[config.mk]
export PLATFORM = sky130hd
export DESIGN_NAME = dual_adc_sampling_mode_control
export DESIGN_NICKNAME = d
export VERILOG_FILES = /design/src/logic/adc_mode_pkg.sv /design/src/logic/dual_adc_sampling_mode_control.sv
export SDC_FILE = /design/constraint.sdc
export NUM_CORES = 1
export LEC_CHECK = 0
export BUFFER_PORTS_ARGS = -buffer_cell sky130_fd_sc_hd__buf_2
export CAP_MARGIN = 20
export CORE_MARGIN = 10
export CORE_UTILIZATION = 50
export DETAILED_ROUTE_END_ITERATION = 8
export HOLD_SLACK_MARGIN = 0.15
export PLACE_DENSITY = 0.7
export SETUP_SLACK_MARGIN = 0.3
export SLEW_MARGIN = 20
export SYNTH_ARGS = -nofsm -noshare
export SYNTH_HDL_FRONTEND = slang
export SYNTH_SLANG_ARGS = --single-unit
[constraint.sdc]
create_clock -name i_ref_clk -period 1.9 [get_ports i_ref_clk]
set_input_delay 0.095 -clock i_ref_clk [delete_from_list [all_inputs] [get_ports i_ref_clk]]
set_output_delay 0.095 -clock i_ref_clk [all_outputs]
set_load 0.01 [all_outputs]
[src/logic/adc_mode_pkg.sv]
package adc_mode_pkg;

  // Register indices; each printed offset is an index, not a byte address
  localparam logic [3:0]  MAIN_CONFIGURATION_ADDR   = 4'h0;
  localparam logic [3:0]  I_CHANNEL_FULL_SCALE_ADDR = 4'h3;
  localparam logic [3:0]  Q_CHANNEL_FULL_SCALE_ADDR = 4'hb;

  // Field positions
  localparam int          INTERLEAVE_INPUT_SELECT_BIT = 6;

  // Reset values
  localparam logic [15:0] MAIN_CONFIGURATION_RST    = 16'h0000;
  localparam logic [15:0] FULL_SCALE_RST            = 16'h4000;

  // Range codes that the range-select pin maps onto
  localparam logic [15:0] FULL_SCALE_MID            = 16'h4000;
  localparam logic [15:0] FULL_SCALE_MIN            = 16'h0000;

  // Output clock divider width: output clock is the phase counter's top bit
  localparam int          DCLK_PHASE_W              = 2;

  // Pins, as seen at the device boundary
  typedef struct packed {
    logic extended_control_enable_pin_n; // Low selects register control
    logic coupling_select_pin_low;       // Pin reads low: AC coupling
    logic range_select_pin;              // High: mid full-scale setting
    logic dual_edge_pin;                 // High: dual-edge interleaved
    logic output_clock_reset;            // Positive pulse resets phase
    logic i_power_down;
    logic q_power_down;
    logic multi_chip_auto_alignment;
  } pins_s;

  // Conversion setup driven to the analog core
  typedef struct packed {
    logic        register_control_mode;
    logic        sample_rise_en;
    logic        sample_fall_en;
    logic        i_conv_from_q_side;   // 0: i_side_input, 1: q_side_input
    logic        q_conv_from_i_side;   // 1: q channel samples i_side_input
    logic        common_mode_bias_en;
    logic        offset_adjust_en;
    logic [15:0] i_full_scale;
    logic [15:0] q_full_scale;
  } conv_cfg_s;

endpackage

[src/logic/dual_adc_sampling_mode_control.sv]
`timescale 1ns/10ps

// Behaviour
// - Non-interleaved: each input in own channel, rising
// - Interleaved, pin control: both channels sample I
// - Register interleaved: select bit picks Q input
// - DC coupling disables both inputs' bias
// - Pin control: one range for both channels
// - Register control: independent ranges from 3h, Bh
// - Pin high to mid, low to minimum
// - Offset adjust only under register control
// - Interleaved: sample both clock edges
// - Reset pulse zeroes both output clock phases
// - Output clocks share phase unless powered down
// - Reset pulse honoured during auto alignment
// - Enable pin low selects register control
// - Coupling pin low means AC coupling
module dual_adc_sampling_mode_control (
  input  wire logic                      i_ref_clk,
  input  wire logic                      i_rst_n,
  input  wire adc_mode_pkg::pins_s       i_pins,
  input  wire logic                      i_reg_wr_en,
  input  wire logic [3:0]                i_reg_addr,
  input  wire logic [15:0]               i_reg_wdata,
  output logic      [15:0]               o_reg_rdata,
  output adc_mode_pkg::conv_cfg_s        o_cfg,
  output logic                           o_i_output_clock,
  output logic                           o_q_output_clock
);
  import adc_mode_pkg::*;

  typedef struct packed {
    pins_s                    sync1;
    pins_s                    sync2;
    logic                     rst_prev;
    logic [DCLK_PHASE_W-1:0]  phase;
    logic [15:0]              main_cfg;
    logic [15:0]              i_fs;
    logic [15:0]              q_fs;
    logic [15:0]              rdata;
    conv_cfg_s                cfg;
    logic                     i_clk;
    logic                     q_clk;
  } state_s;

  state_s s_q;
  state_s s_d;

  function automatic logic [15:0] pin_range(input logic hi);
    pin_range = hi ? FULL_SCALE_MID : FULL_SCALE_MIN;
  endfunction

  ////////////////////////////////////////////////////////////////////////////
  logic reg_mode;
  logic dual_edge;
  logic rst_pulse;
  assign reg_mode  = ~s_q.sync2.extended_control_enable_pin_n;
  assign dual_edge = s_q.sync2.dual_edge_pin;
  // Edge taken from the second stage only; driver meets setup
  assign rst_pulse = s_q.sync2.output_clock_reset & ~s_q.rst_prev;

  always_comb begin
    s_d          = s_q;
    s_d.sync1    = i_pins;
    s_d.sync2    = s_q.sync1;
    s_d.rst_prev = s_q.sync2.output_clock_reset;

    // Writes are dropped under pin control; reads still return the registers
    if (i_reg_wr_en && reg_mode) begin
      unique case (i_reg_addr)
        MAIN_CONFIGURATION_ADDR:   s_d.main_cfg = i_reg_wdata;
        I_CHANNEL_FULL_SCALE_ADDR: s_d.i_fs     = i_reg_wdata;
        Q_CHANNEL_FULL_SCALE_ADDR: s_d.q_fs     = i_reg_wdata;
        default:                   s_d.rdata    = s_q.rdata;
      endcase
    end
    unique case (i_reg_addr)
      MAIN_CONFIGURATION_ADDR:   s_d.rdata = s_q.main_cfg;
      I_CHANNEL_FULL_SCALE_ADDR: s_d.rdata = s_q.i_fs;
      Q_CHANNEL_FULL_SCALE_ADDR: s_d.rdata = s_q.q_fs;
      default:                   s_d.rdata = 16'h0000;
    endcase

    s_d.cfg.register_control_mode = reg_mode;
    s_d.cfg.sample_rise_en        = 1'b1;
    s_d.cfg.sample_fall_en        = dual_edge;
    s_d.cfg.i_conv_from_q_side    = dual_edge && reg_mode
        && s_q.main_cfg[INTERLEAVE_INPUT_SELECT_BIT];
    // Non-interleaved keeps own input; interleaved pin mode uses I
    s_d.cfg.q_conv_from_i_side    = dual_edge
        && !s_d.cfg.i_conv_from_q_side;
    s_d.cfg.common_mode_bias_en   =
        s_q.sync2.coupling_select_pin_low;
    s_d.cfg.offset_adjust_en      = reg_mode;
    if (reg_mode) begin
      s_d.cfg.i_full_scale = s_q.i_fs;
      s_d.cfg.q_full_scale = s_q.q_fs;
    end else begin
      s_d.cfg.i_full_scale =
          pin_range(s_q.sync2.range_select_pin);
      s_d.cfg.q_full_scale = pin_range(s_q.sync2.range_select_pin);
    end

    // Auto alignment does not gate the pulse
    if (rst_pulse) begin
      s_d.phase = '0;
    end else begin
      s_d.phase = s_q.phase + 1'b1;
    end
    // One shared counter keeps both clocks in phase
    s_d.i_clk = s_d.phase[DCLK_PHASE_W-1] & ~s_q.sync2.i_power_down;
    s_d.q_clk = s_d.phase[DCLK_PHASE_W-1] & ~s_q.sync2.q_power_down;
  end

  always_ff @(posedge i_ref_clk or negedge i_rst_n) begin
    if (!i_rst_n) begin
      s_q                              <= '0;
      s_q.sync1.extended_control_enable_pin_n <= 1'b1;
      s_q.sync2.extended_control_enable_pin_n <= 1'b1;
      s_q.main_cfg                     <= MAIN_CONFIGURATION_RST;
      s_q.i_fs                         <= FULL_SCALE_RST;
      s_q.q_fs                         <= FULL_SCALE_RST;
      s_q.cfg.sample_rise_en           <= 1'b1;
      s_q.cfg.i_full_scale             <= FULL_SCALE_MIN;
      s_q.cfg.q_full_scale             <= FULL_SCALE_MIN;
    end else begin
      s_q <= s_d;
    end
  end

  assign o_reg_rdata      = s_q.rdata;
  assign o_cfg            = s_q.cfg;
  assign o_i_output_clock = s_q.i_clk;
  assign o_q_output_clock = s_q.q_clk;
endmodule

==> key figures, run 1 <==
Floorplanning
  – Chip Height: 116 um
  – Die area: between 10000 and 15000 um2
  – Initial core utilization: 0.508
  – Chip Width: 116 um
  – Core footprint: 9110 um2
  – Ports: 88
  – Row Count: 35

Layout
  – Area occupied by multi-input gates: 1080 um2
  – Area Overhead vs Synth: 23.9%
  – Layout cells sized above 1: 0.444
  – Layout net count: 421
  – Storage element area: roughly 3000 um2
  – # fillers: around 700
  – N_diodes: 0

Timing
  – Unrepaired setup endpoints after global routing: no
  – Pins over their slew limit: 0
  – Hold slack: 0.228 ns
  – Maximum clock frequency: approximately 650 MHz
  – Setup violation total in the final timing report: 0
  – Setup ws final: 0.363 ns
  – Max Clock Skew: around 0.011 ns
  – Worst-Margin Slew: 1.11 ns
  – Final hold vios: 0
  – Rel. slew slack: 0.260
  – TNS Setup: 0 ns
  – Min cycle time layout: 1.54 ns
  – Final Cycle Share: 0.809

Global route
  – Global-route usage over all layers: 0.147
  – First-pass GRT wire length: 15.0 mm
  – Vias in the first global route: 2855
  – Total congestion overflow: 0
  – Initial antenna violation count: 0
  – Pin count of the biggest net entering global routing: 45

Worst setup path
  – CP peak stage delay: 0.38 ns
  – WS Path Type: reg -> reg
  – R2R depth: 4
  – Crit. End Element: flip-flop
  – Cell family with most CP delay: simple AND/OR/NAND/NOR gates
  – Critical-path top delay cell: dfstp_2
  – CP Depth: 4
  – Worst Path Max Fanout: 16
  – R2R setup slack: 0.36 ns
  – Critical Path Sink: s_q[80]$_DFFE_PN0P_
  – Setup crit start: s_q[115]$_DFF_PN1_
  – Crit-path cells: nor4b_2, and3_1, buf_12, mux2_2
  – RR Startpoint: s_q[115]$_DFF_PN1_
  – Startpoint types: flip-flop
  – Worst endpoint required time: 2.29 ns
  – Worst EP arrival: 1.93 ns
  – RR Endpoint: s_q[80]$_DFFE_PN0P_
  – Buf/Inv on CP: 1

Synthesis
  – Synth Register Bits: 120
  – Avg Cell Area, Syn: 14.4 um2
  – Register area share after synthesis: 0.650
  – Syn_nets: 353
  – Unique masters post-synth: 26
  – Mapped cell area: 4630 um2
  – Synthesis warning total: 0
  – Post-synthesis cell count: 322

Clocking
  – Clock slew at reported path FFs: 0.06 ns
  – CTS Sinks: 120
  – Setup Fix Bufs, Post-CTS: 0
  – H-tree Lvls: 4
  – Max Root-Sink Buffers: 2
  – CTS tree: done
  – Clk_lat worst skew: 0.51 ns
  – Root Driver: clkbuf_8
  – CTS Buf Count: 17

Placement
  – # port buffers: 85
  – Post-DP HPWL: 5.76 mm
  – Post-Place Worst Slack: roughly 0.28 ns
  – Routability cong.: ~0.73

Route
  – DRC viols: 0
  – Routed Antenna Nets: 0
  – Total wire length: slightly above 9 mm
  – Vias per inst: between 4 and 5
  – 1st-iter DRT viols: between 150 and 200
  – Average routed wire per standard cell: 18.0 um
  – DR pass1 iterations: 6
  – Via count: 2537

Pwr
  – Cell leakage power: a little under 3 nW
  – Power, Total: between 7 and 8 mW
  – Pwr/cell area: 1270 nW/um2
  – Max VDD drop: 0.504 mV

Worst hold path
  – Worst hold-check path type: in -> reg
  – Hold path cells: 2

Run status
  – Status: finished, final reports clean

Run
  – Max-cap viol count: 0
-- logic make-up (layout without fill, tap and decap cells) --
| family | Yosys count | in the layout | synth area share |
|---|---|---|---|
| mux | 48 | 48 | 0.125 |
| buf+inv | 89 | 170 | 0.123 |
| xor+xnor | 1 | 1 | 0.00189 |
| compound gates | 21 | 21 | 0.0411 |
| flops | 120 | 120 | 0.650 |
| other cells | 1 | 1 | 0.000810 |
| simple gates | 42 | 42 | 0.0587 |
-- per-layer routing --
metal,track usage,share of wire,vias to the layer above
met5,0,0,-
met4,0.0626,0.010,0
met3,0.0519,0.059,8
met2,0.245,0.52,74
met1,0.170,0.41,1291
li1,-,-,1164
-- per-stage QoR --
step | cell area, um2 | util | instances
after floorplan | 4630 | - | 322
after global placement | 4820 | 0.529 | 457
after detailed placement | 4820 | 0.529 | 457
after CTS | 5730 | 0.630 | 514
after global routing | 5730 | 0.630 | 514
final | 5730 | 0.630 | 514
-- cells in the mapped netlist, drive strengths merged --
| library cell | instances | area share |
|---|---|---|
| clkbuf | 7 | 0.0057 |
| a21o | 1 | 0.0016 |
| nor2 | 3 | 0.0024 |
| o21ai | 2 | 0.0022 |
| a222oi | 16 | 0.035 |
| xnor2 | 1 | 0.0019 |
| nand2 | 2 | 0.0016 |
| dfstp | 4 | 0.023 |
| and4b | 1 | 0.0022 |
| nor4bb | 1 | 0.0022 |
| inv | 21 | 0.017 |
| nor2b | 30 | 0.041 |
| a21oi | 1 | 0.0011 |
| a21boi | 1 | 0.0016 |
| buf | 61 | 0.10 |
| dfrtp | 116 | 0.63 |
| and3 | 3 | 0.0051 |
| mux2 | 48 | 0.12 |
| conb | 1 | 0.00081 |
| nor4b | 1 | 0.0019 |
| nor4 | 1 | 0.0027 |
-- cell type report --
class                           count  area share
Multi-Input combinational cell    113       0.189
Inverter                           21      0.0137
Tap cell                          111      0.0242
Clock buffer                       19      0.0770
Sequential cell                   120       0.525
Timing Repair Buffer              117       0.134
Clock inverter                     13      0.0377
-- repair_timing --
| item | 4_1_cts | 5_1_grt |
|---|---|---|
| hold buffers | 25 | 0 |
| gates resized for setup | 1 | 0 |
| hold endpoints to repair | 173 | 0 |
| setup endpoints to repair | 15 | 0 |
-- layout by cell type, fill, tap and decap left out, types with 2 or more instances in the layout --
| cell | count |
|---|---|
| a222oi_1 | 16 |
| and3_1 | 2 |
| buf_12 | 3 |
| buf_2 | 84 |
| buf_4 | 5 |
| bufinv_16 | 5 |
| clkbuf_16 | 16 |
| clkbuf_8 | 3 |
| clkinv_4 | 2 |
| clkinvlp_4 | 3 |
| dfrtp_1 | 116 |
| dfstp_2 | 4 |
| dlygate4sd3_1 | 25 |
| inv_1 | 21 |
| inv_6 | 3 |
| mux2_2 | 37 |
| mux2_4 | 10 |
| nand2_1 | 2 |
| nor2_1 | 3 |
| nor2b_1 | 30 |
| o21ai_0 | 2 |
-- how the worst min path moves through the flow --
| stage | start | end | slack, ns |
|---|---|---|---|
| 6_report | i_pins[1] | s_d[109]$_DFF_PN0_ | 0.23 |
| 5_1_grt | i_pins[1] | s_d[109]$_DFF_PN0_ | 0.20 |
| 4_1_cts | i_pins[6] | s_d[114]$_DFF_PN0_ | 0.21 |
| 3_5_place_dp | i_rst_n | o_cfg[8]$_DFF_PN0_ | 0.12 |
| 3_3_place_gp | i_rst_n | o_cfg[8]$_DFF_PN0_ | 0.11 |
| 2_1_floorplan | i_rst_n | dual_edge$_DFF_PN0_ | -0.20 |
-- worst register-to-register path: cells and delay by family, from the launching register on --
family,cells,cell delay (ns)
and+or+nand+nor,2,0.51
DFF,1,0.38
muxes,1,0.35
buffers and inverters,1,0.18
-- power by group --
part,internal [mW],switching [mW],leakage [nW],total (mW)
sequential,2.91,0.180,1.54,3.09
clock,2.35,1.14,0.312,3.49
combinational,0.398,0.318,1.13,0.716
total,5.65,1.64,2.98,7.29
-- registers in the layout (all words and copies together), names as in the netlist --
register	count
s_q	55
o_cfg	37
o_reg_rdata	16
s_d	9
dual_edge	1
o_i_output_clock	1
o_q_output_clock	1
No activity file was read; power rests on OpenSTA's default activity.
==> inputs of run 2 (changes only) <==
--- a/config.mk
+++ b/config.mk
@@ -8,10 +8,10 @@
 export BUFFER_PORTS_ARGS = -buffer_cell sky130_fd_sc_hd__buf_2
 export CAP_MARGIN = 20
 export CORE_MARGIN = 10
-export CORE_UTILIZATION = 50
+export CORE_UTILIZATION = 49
 export DETAILED_ROUTE_END_ITERATION = 8
 export HOLD_SLACK_MARGIN = 0.15
-export PLACE_DENSITY = 0.7
+export PLACE_DENSITY = 0.72
 export SETUP_SLACK_MARGIN = 0.3
 export SLEW_MARGIN = 20
 export SYNTH_ARGS = -nofsm -noshare
==> constraint.sdc (replaced) <==
create_clock -name i_ref_clk -period 1.4 [get_ports i_ref_clk]
set_input_delay 0.07 -clock i_ref_clk [delete_from_list [all_inputs] [get_ports i_ref_clk]]
set_output_delay 0.07 -clock i_ref_clk [all_outputs]
set_load 0.01 [all_outputs]
==> key figures, run 2 (synthesis results as in run 1) <==
Floorplanning
  – Die area: 13700 um2 (was 13500 um2)
  – Ports: 88 (unchanged)
  – Initial core utilization: 0.503 (was 0.508)
  – Row Count: 35 (unchanged)
  – Chip Width: 117 um (was 116 um)
  – Chip Height: 117 um (was 116 um)
  – Core footprint: 9200 um2 (was 9110 um2)

Clocking
  – Root Driver: clkbuf_8 (unchanged)
  – CTS tree: done (unchanged)
  – H-tree Lvls: 4 (unchanged)
  – CTS Sinks: 120 (unchanged)
  – Clk_lat worst skew: 0.52 ns (was 0.51 ns)
  – Clock slew at reported path FFs: 0.06 ns (about the same)
  – CTS Buf Count: 17 (unchanged)
  – Max Root-Sink Buffers: 2 (unchanged)

Layout
  – Largest register FFs: 55 (unchanged)
  – Commonest cells after routing, fill and taps aside: dfrtp_1 (116), buf_2 (65), mux2_4 (31) (was dfrtp_1 (116), buf_2 (84), mux2_2 (37))
  – Largest register by flop count: s_q (unchanged)
  – Non-filler cells, final: 523 (was 514)
  – Fin area: 6040 um2 (was 5730 um2)
  – Layout net count: 430 (was 421)
  – Area Overhead vs Synth: 30.6% (was 23.9%)
  – Layout cells sized above 1: 0.456 (was 0.444)
  – Commonest non-fill, non-tap cell in the layout: dfrtp_1 (unchanged)
  – N_diodes: 0 (unchanged)

Worst hold path
  – Worst hold-check path type: in -> reg (unchanged)

Route
  – DR pass1 iterations: 6 (unchanged)
  – Total wire length: 9.81 mm (was 9.24 mm)
  – 1st-iter DRT viols: 212 (was 182)
  – DRC viols: 0 (unchanged)
  – Vias per inst: 5.07 (was 4.94)
  – Average routed wire per standard cell: 18.8 um (was 18.0 um)
  – Via count: 2654 (was 2537)
  – Routed Antenna Nets: 0 (unchanged)

Run status
  – Failing checks: negative setup slack
  – Status: complete, but fails checks (was finished, final reports clean)

Timing
  – Final Cycle Share: 1.05 (was 0.809)
  – Final hold vios: 0 (unchanged)
  – Maximum clock frequency: 678 MHz (was 651 MHz)
  – Pins over their slew limit: 0 (unchanged)
  – Max Clock Skew: 0.00600 ns (was 0.0111 ns)
  – Min cycle time layout: 1.48 ns (was 1.54 ns)
  – Unrepaired setup endpoints after global routing: yes (was no)
  – Setup violation total in the final timing report: 32 (was 0)
  – Setup ws final: -0.0754 ns (was 0.363 ns)

Worst setup path
  – WS Path Type: reg -> reg (unchanged)
  – Worst EP arrival: 1.88 ns (was 1.93 ns)
  – Crit. End Element: flip-flop (unchanged)
  – Worst endpoint required time: 1.80 ns (was 2.29 ns)
  – Startpoint types: flip-flop (unchanged)
  – Worst Path Max Fanout: 8 (was 16)

Pwr
  – Max VDD drop: 0.948 mV (was 0.504 mV)
  – Cell leakage power: 3.13 nW (was 2.98 nW)
  – Pwr/cell area: 1640 nW/um2 (was 1270 nW/um2)

Global route
  – Initial antenna violation count: 0 (unchanged)
  – First-pass GRT wire length: 15.6 mm (was 15.0 mm)
  – Pin count of the biggest net entering global routing: 69 (was 45)
  – Global-route usage over all layers: 0.153 (was 0.147)
  – Total congestion overflow: 0 (unchanged)
  – Vias in the first global route: 2926 (was 2855)

Placement
  – Dpl cell area: 4860 um2 (was 4820 um2)
  – Routability cong.: 0.733 (was 0.729)
  – Placed cells: 461 (was 457)
  – Post-DP HPWL: 5.87 mm (was 5.76 mm)
  – # port buffers: 85 (unchanged)

Run
  – Max-cap viol count: 0 (unchanged)
## run 2: changes by cell type in the layout (fill, tap and decap cells not counted), moves of 3 or more
| cell | delta |
|---|---|
| clkinv_2 | +5 |
| inv_6 | -3 |
| mux2_4 | +21 |
| buf_2 | -19 |
| buf_6 | +22 |
| mux2_2 | -21 |
## run 2: area by class of cell
| class | count | area (um2) |
|---|---|---|
| Inverter | 21 | 81.3 |
| Timing Repair Buffer | 125 | 1000 |
| Fill cell | 671 | 3150 |
| Sequential cell | 120 | 3010 |
| Clock inverter | 14 | 206 |
| Tap cell | 111 | 139 |
| Multi-Input combinational cell | 114 | 1190 |
| Clock buffer | 18 | 418 |
## run 2: what timing repair did
| action | CTS | global route |
|---|---|---|
| hold endpoints to repair | 175 | 2 |
| resized for setup | 25 | 30 |
| setup buffers | 1 | 1 |
| endpoints found under the setup margin | 74 | 207 |
| hold buffers | 26 | 1 |
| pin swaps | 2 | 1 |
| gates cloned | 1 | 1 |
## run 2: stage by stage
stage	power, mW	setup slack, ns	hold WS [ns]	setup TNS, ns	utilization
finish	9.89	-0.0754	0.192	-1.94	0.657
CTS	9.87	-0.0642	0.169	-0.808	0.636
detailed placement	5.18	-0.161	0.0962	-3.86	0.528
global placement	5.12	-0.119	0.0911	-2.78	0.528
floorplan	4.91	-0.0917	-0.226	-2.07	-
global route	10.3	-0.112	0.191	-2.92	0.657
## run 2: worst max-delay path: stages, from the launching register on
cell and delay, ns:
dfstp_2 0.39, nor4b_4 0.25, and3_4 0.24, buf_6 0.14, mux2_2 0.34
## run 2: final timing paths
path                                    start                   to  slack (ns)  depth (start not counted)
min in group asynchronous             i_rst_n  s_q[72]$_DFFE_PN0P_        0.65                          4
hold / removal                      i_pins[5]   s_d[113]$_DFF_PN0_        0.19                          2
max in group asynchronous             i_rst_n  s_q[71]$_DFFE_PN1P_        0.46                          4
setup / recovery           s_q[115]$_DFF_PN1_  s_q[84]$_DFFE_PN0P_       -0.08                          4
hold reg to reg            s_d[111]$_DFF_PN0_   s_d[107]$_DFF_PN0_        0.34                          0
setup reg to reg           s_q[115]$_DFF_PN1_  s_q[84]$_DFFE_PN0P_       -0.08                          4
## run 2: power breakdown
part	total, mW	internal (mW)	switching, mW
Clock	4.53	3.05	1.48
Sequential	4.22	3.95	0.272
Combinational	1.14	0.690	0.451
Total	9.89	7.68	2.20
## run 2: routing by layer
metal  share of wire  vias to the layer above  track usage
met1            0.38                     1366        0.164
met5               0                        -            0
met2            0.53                       83        0.261
met3           0.060                       18       0.0515
met4           0.022                        0       0.0824
li1                -                     1187            -
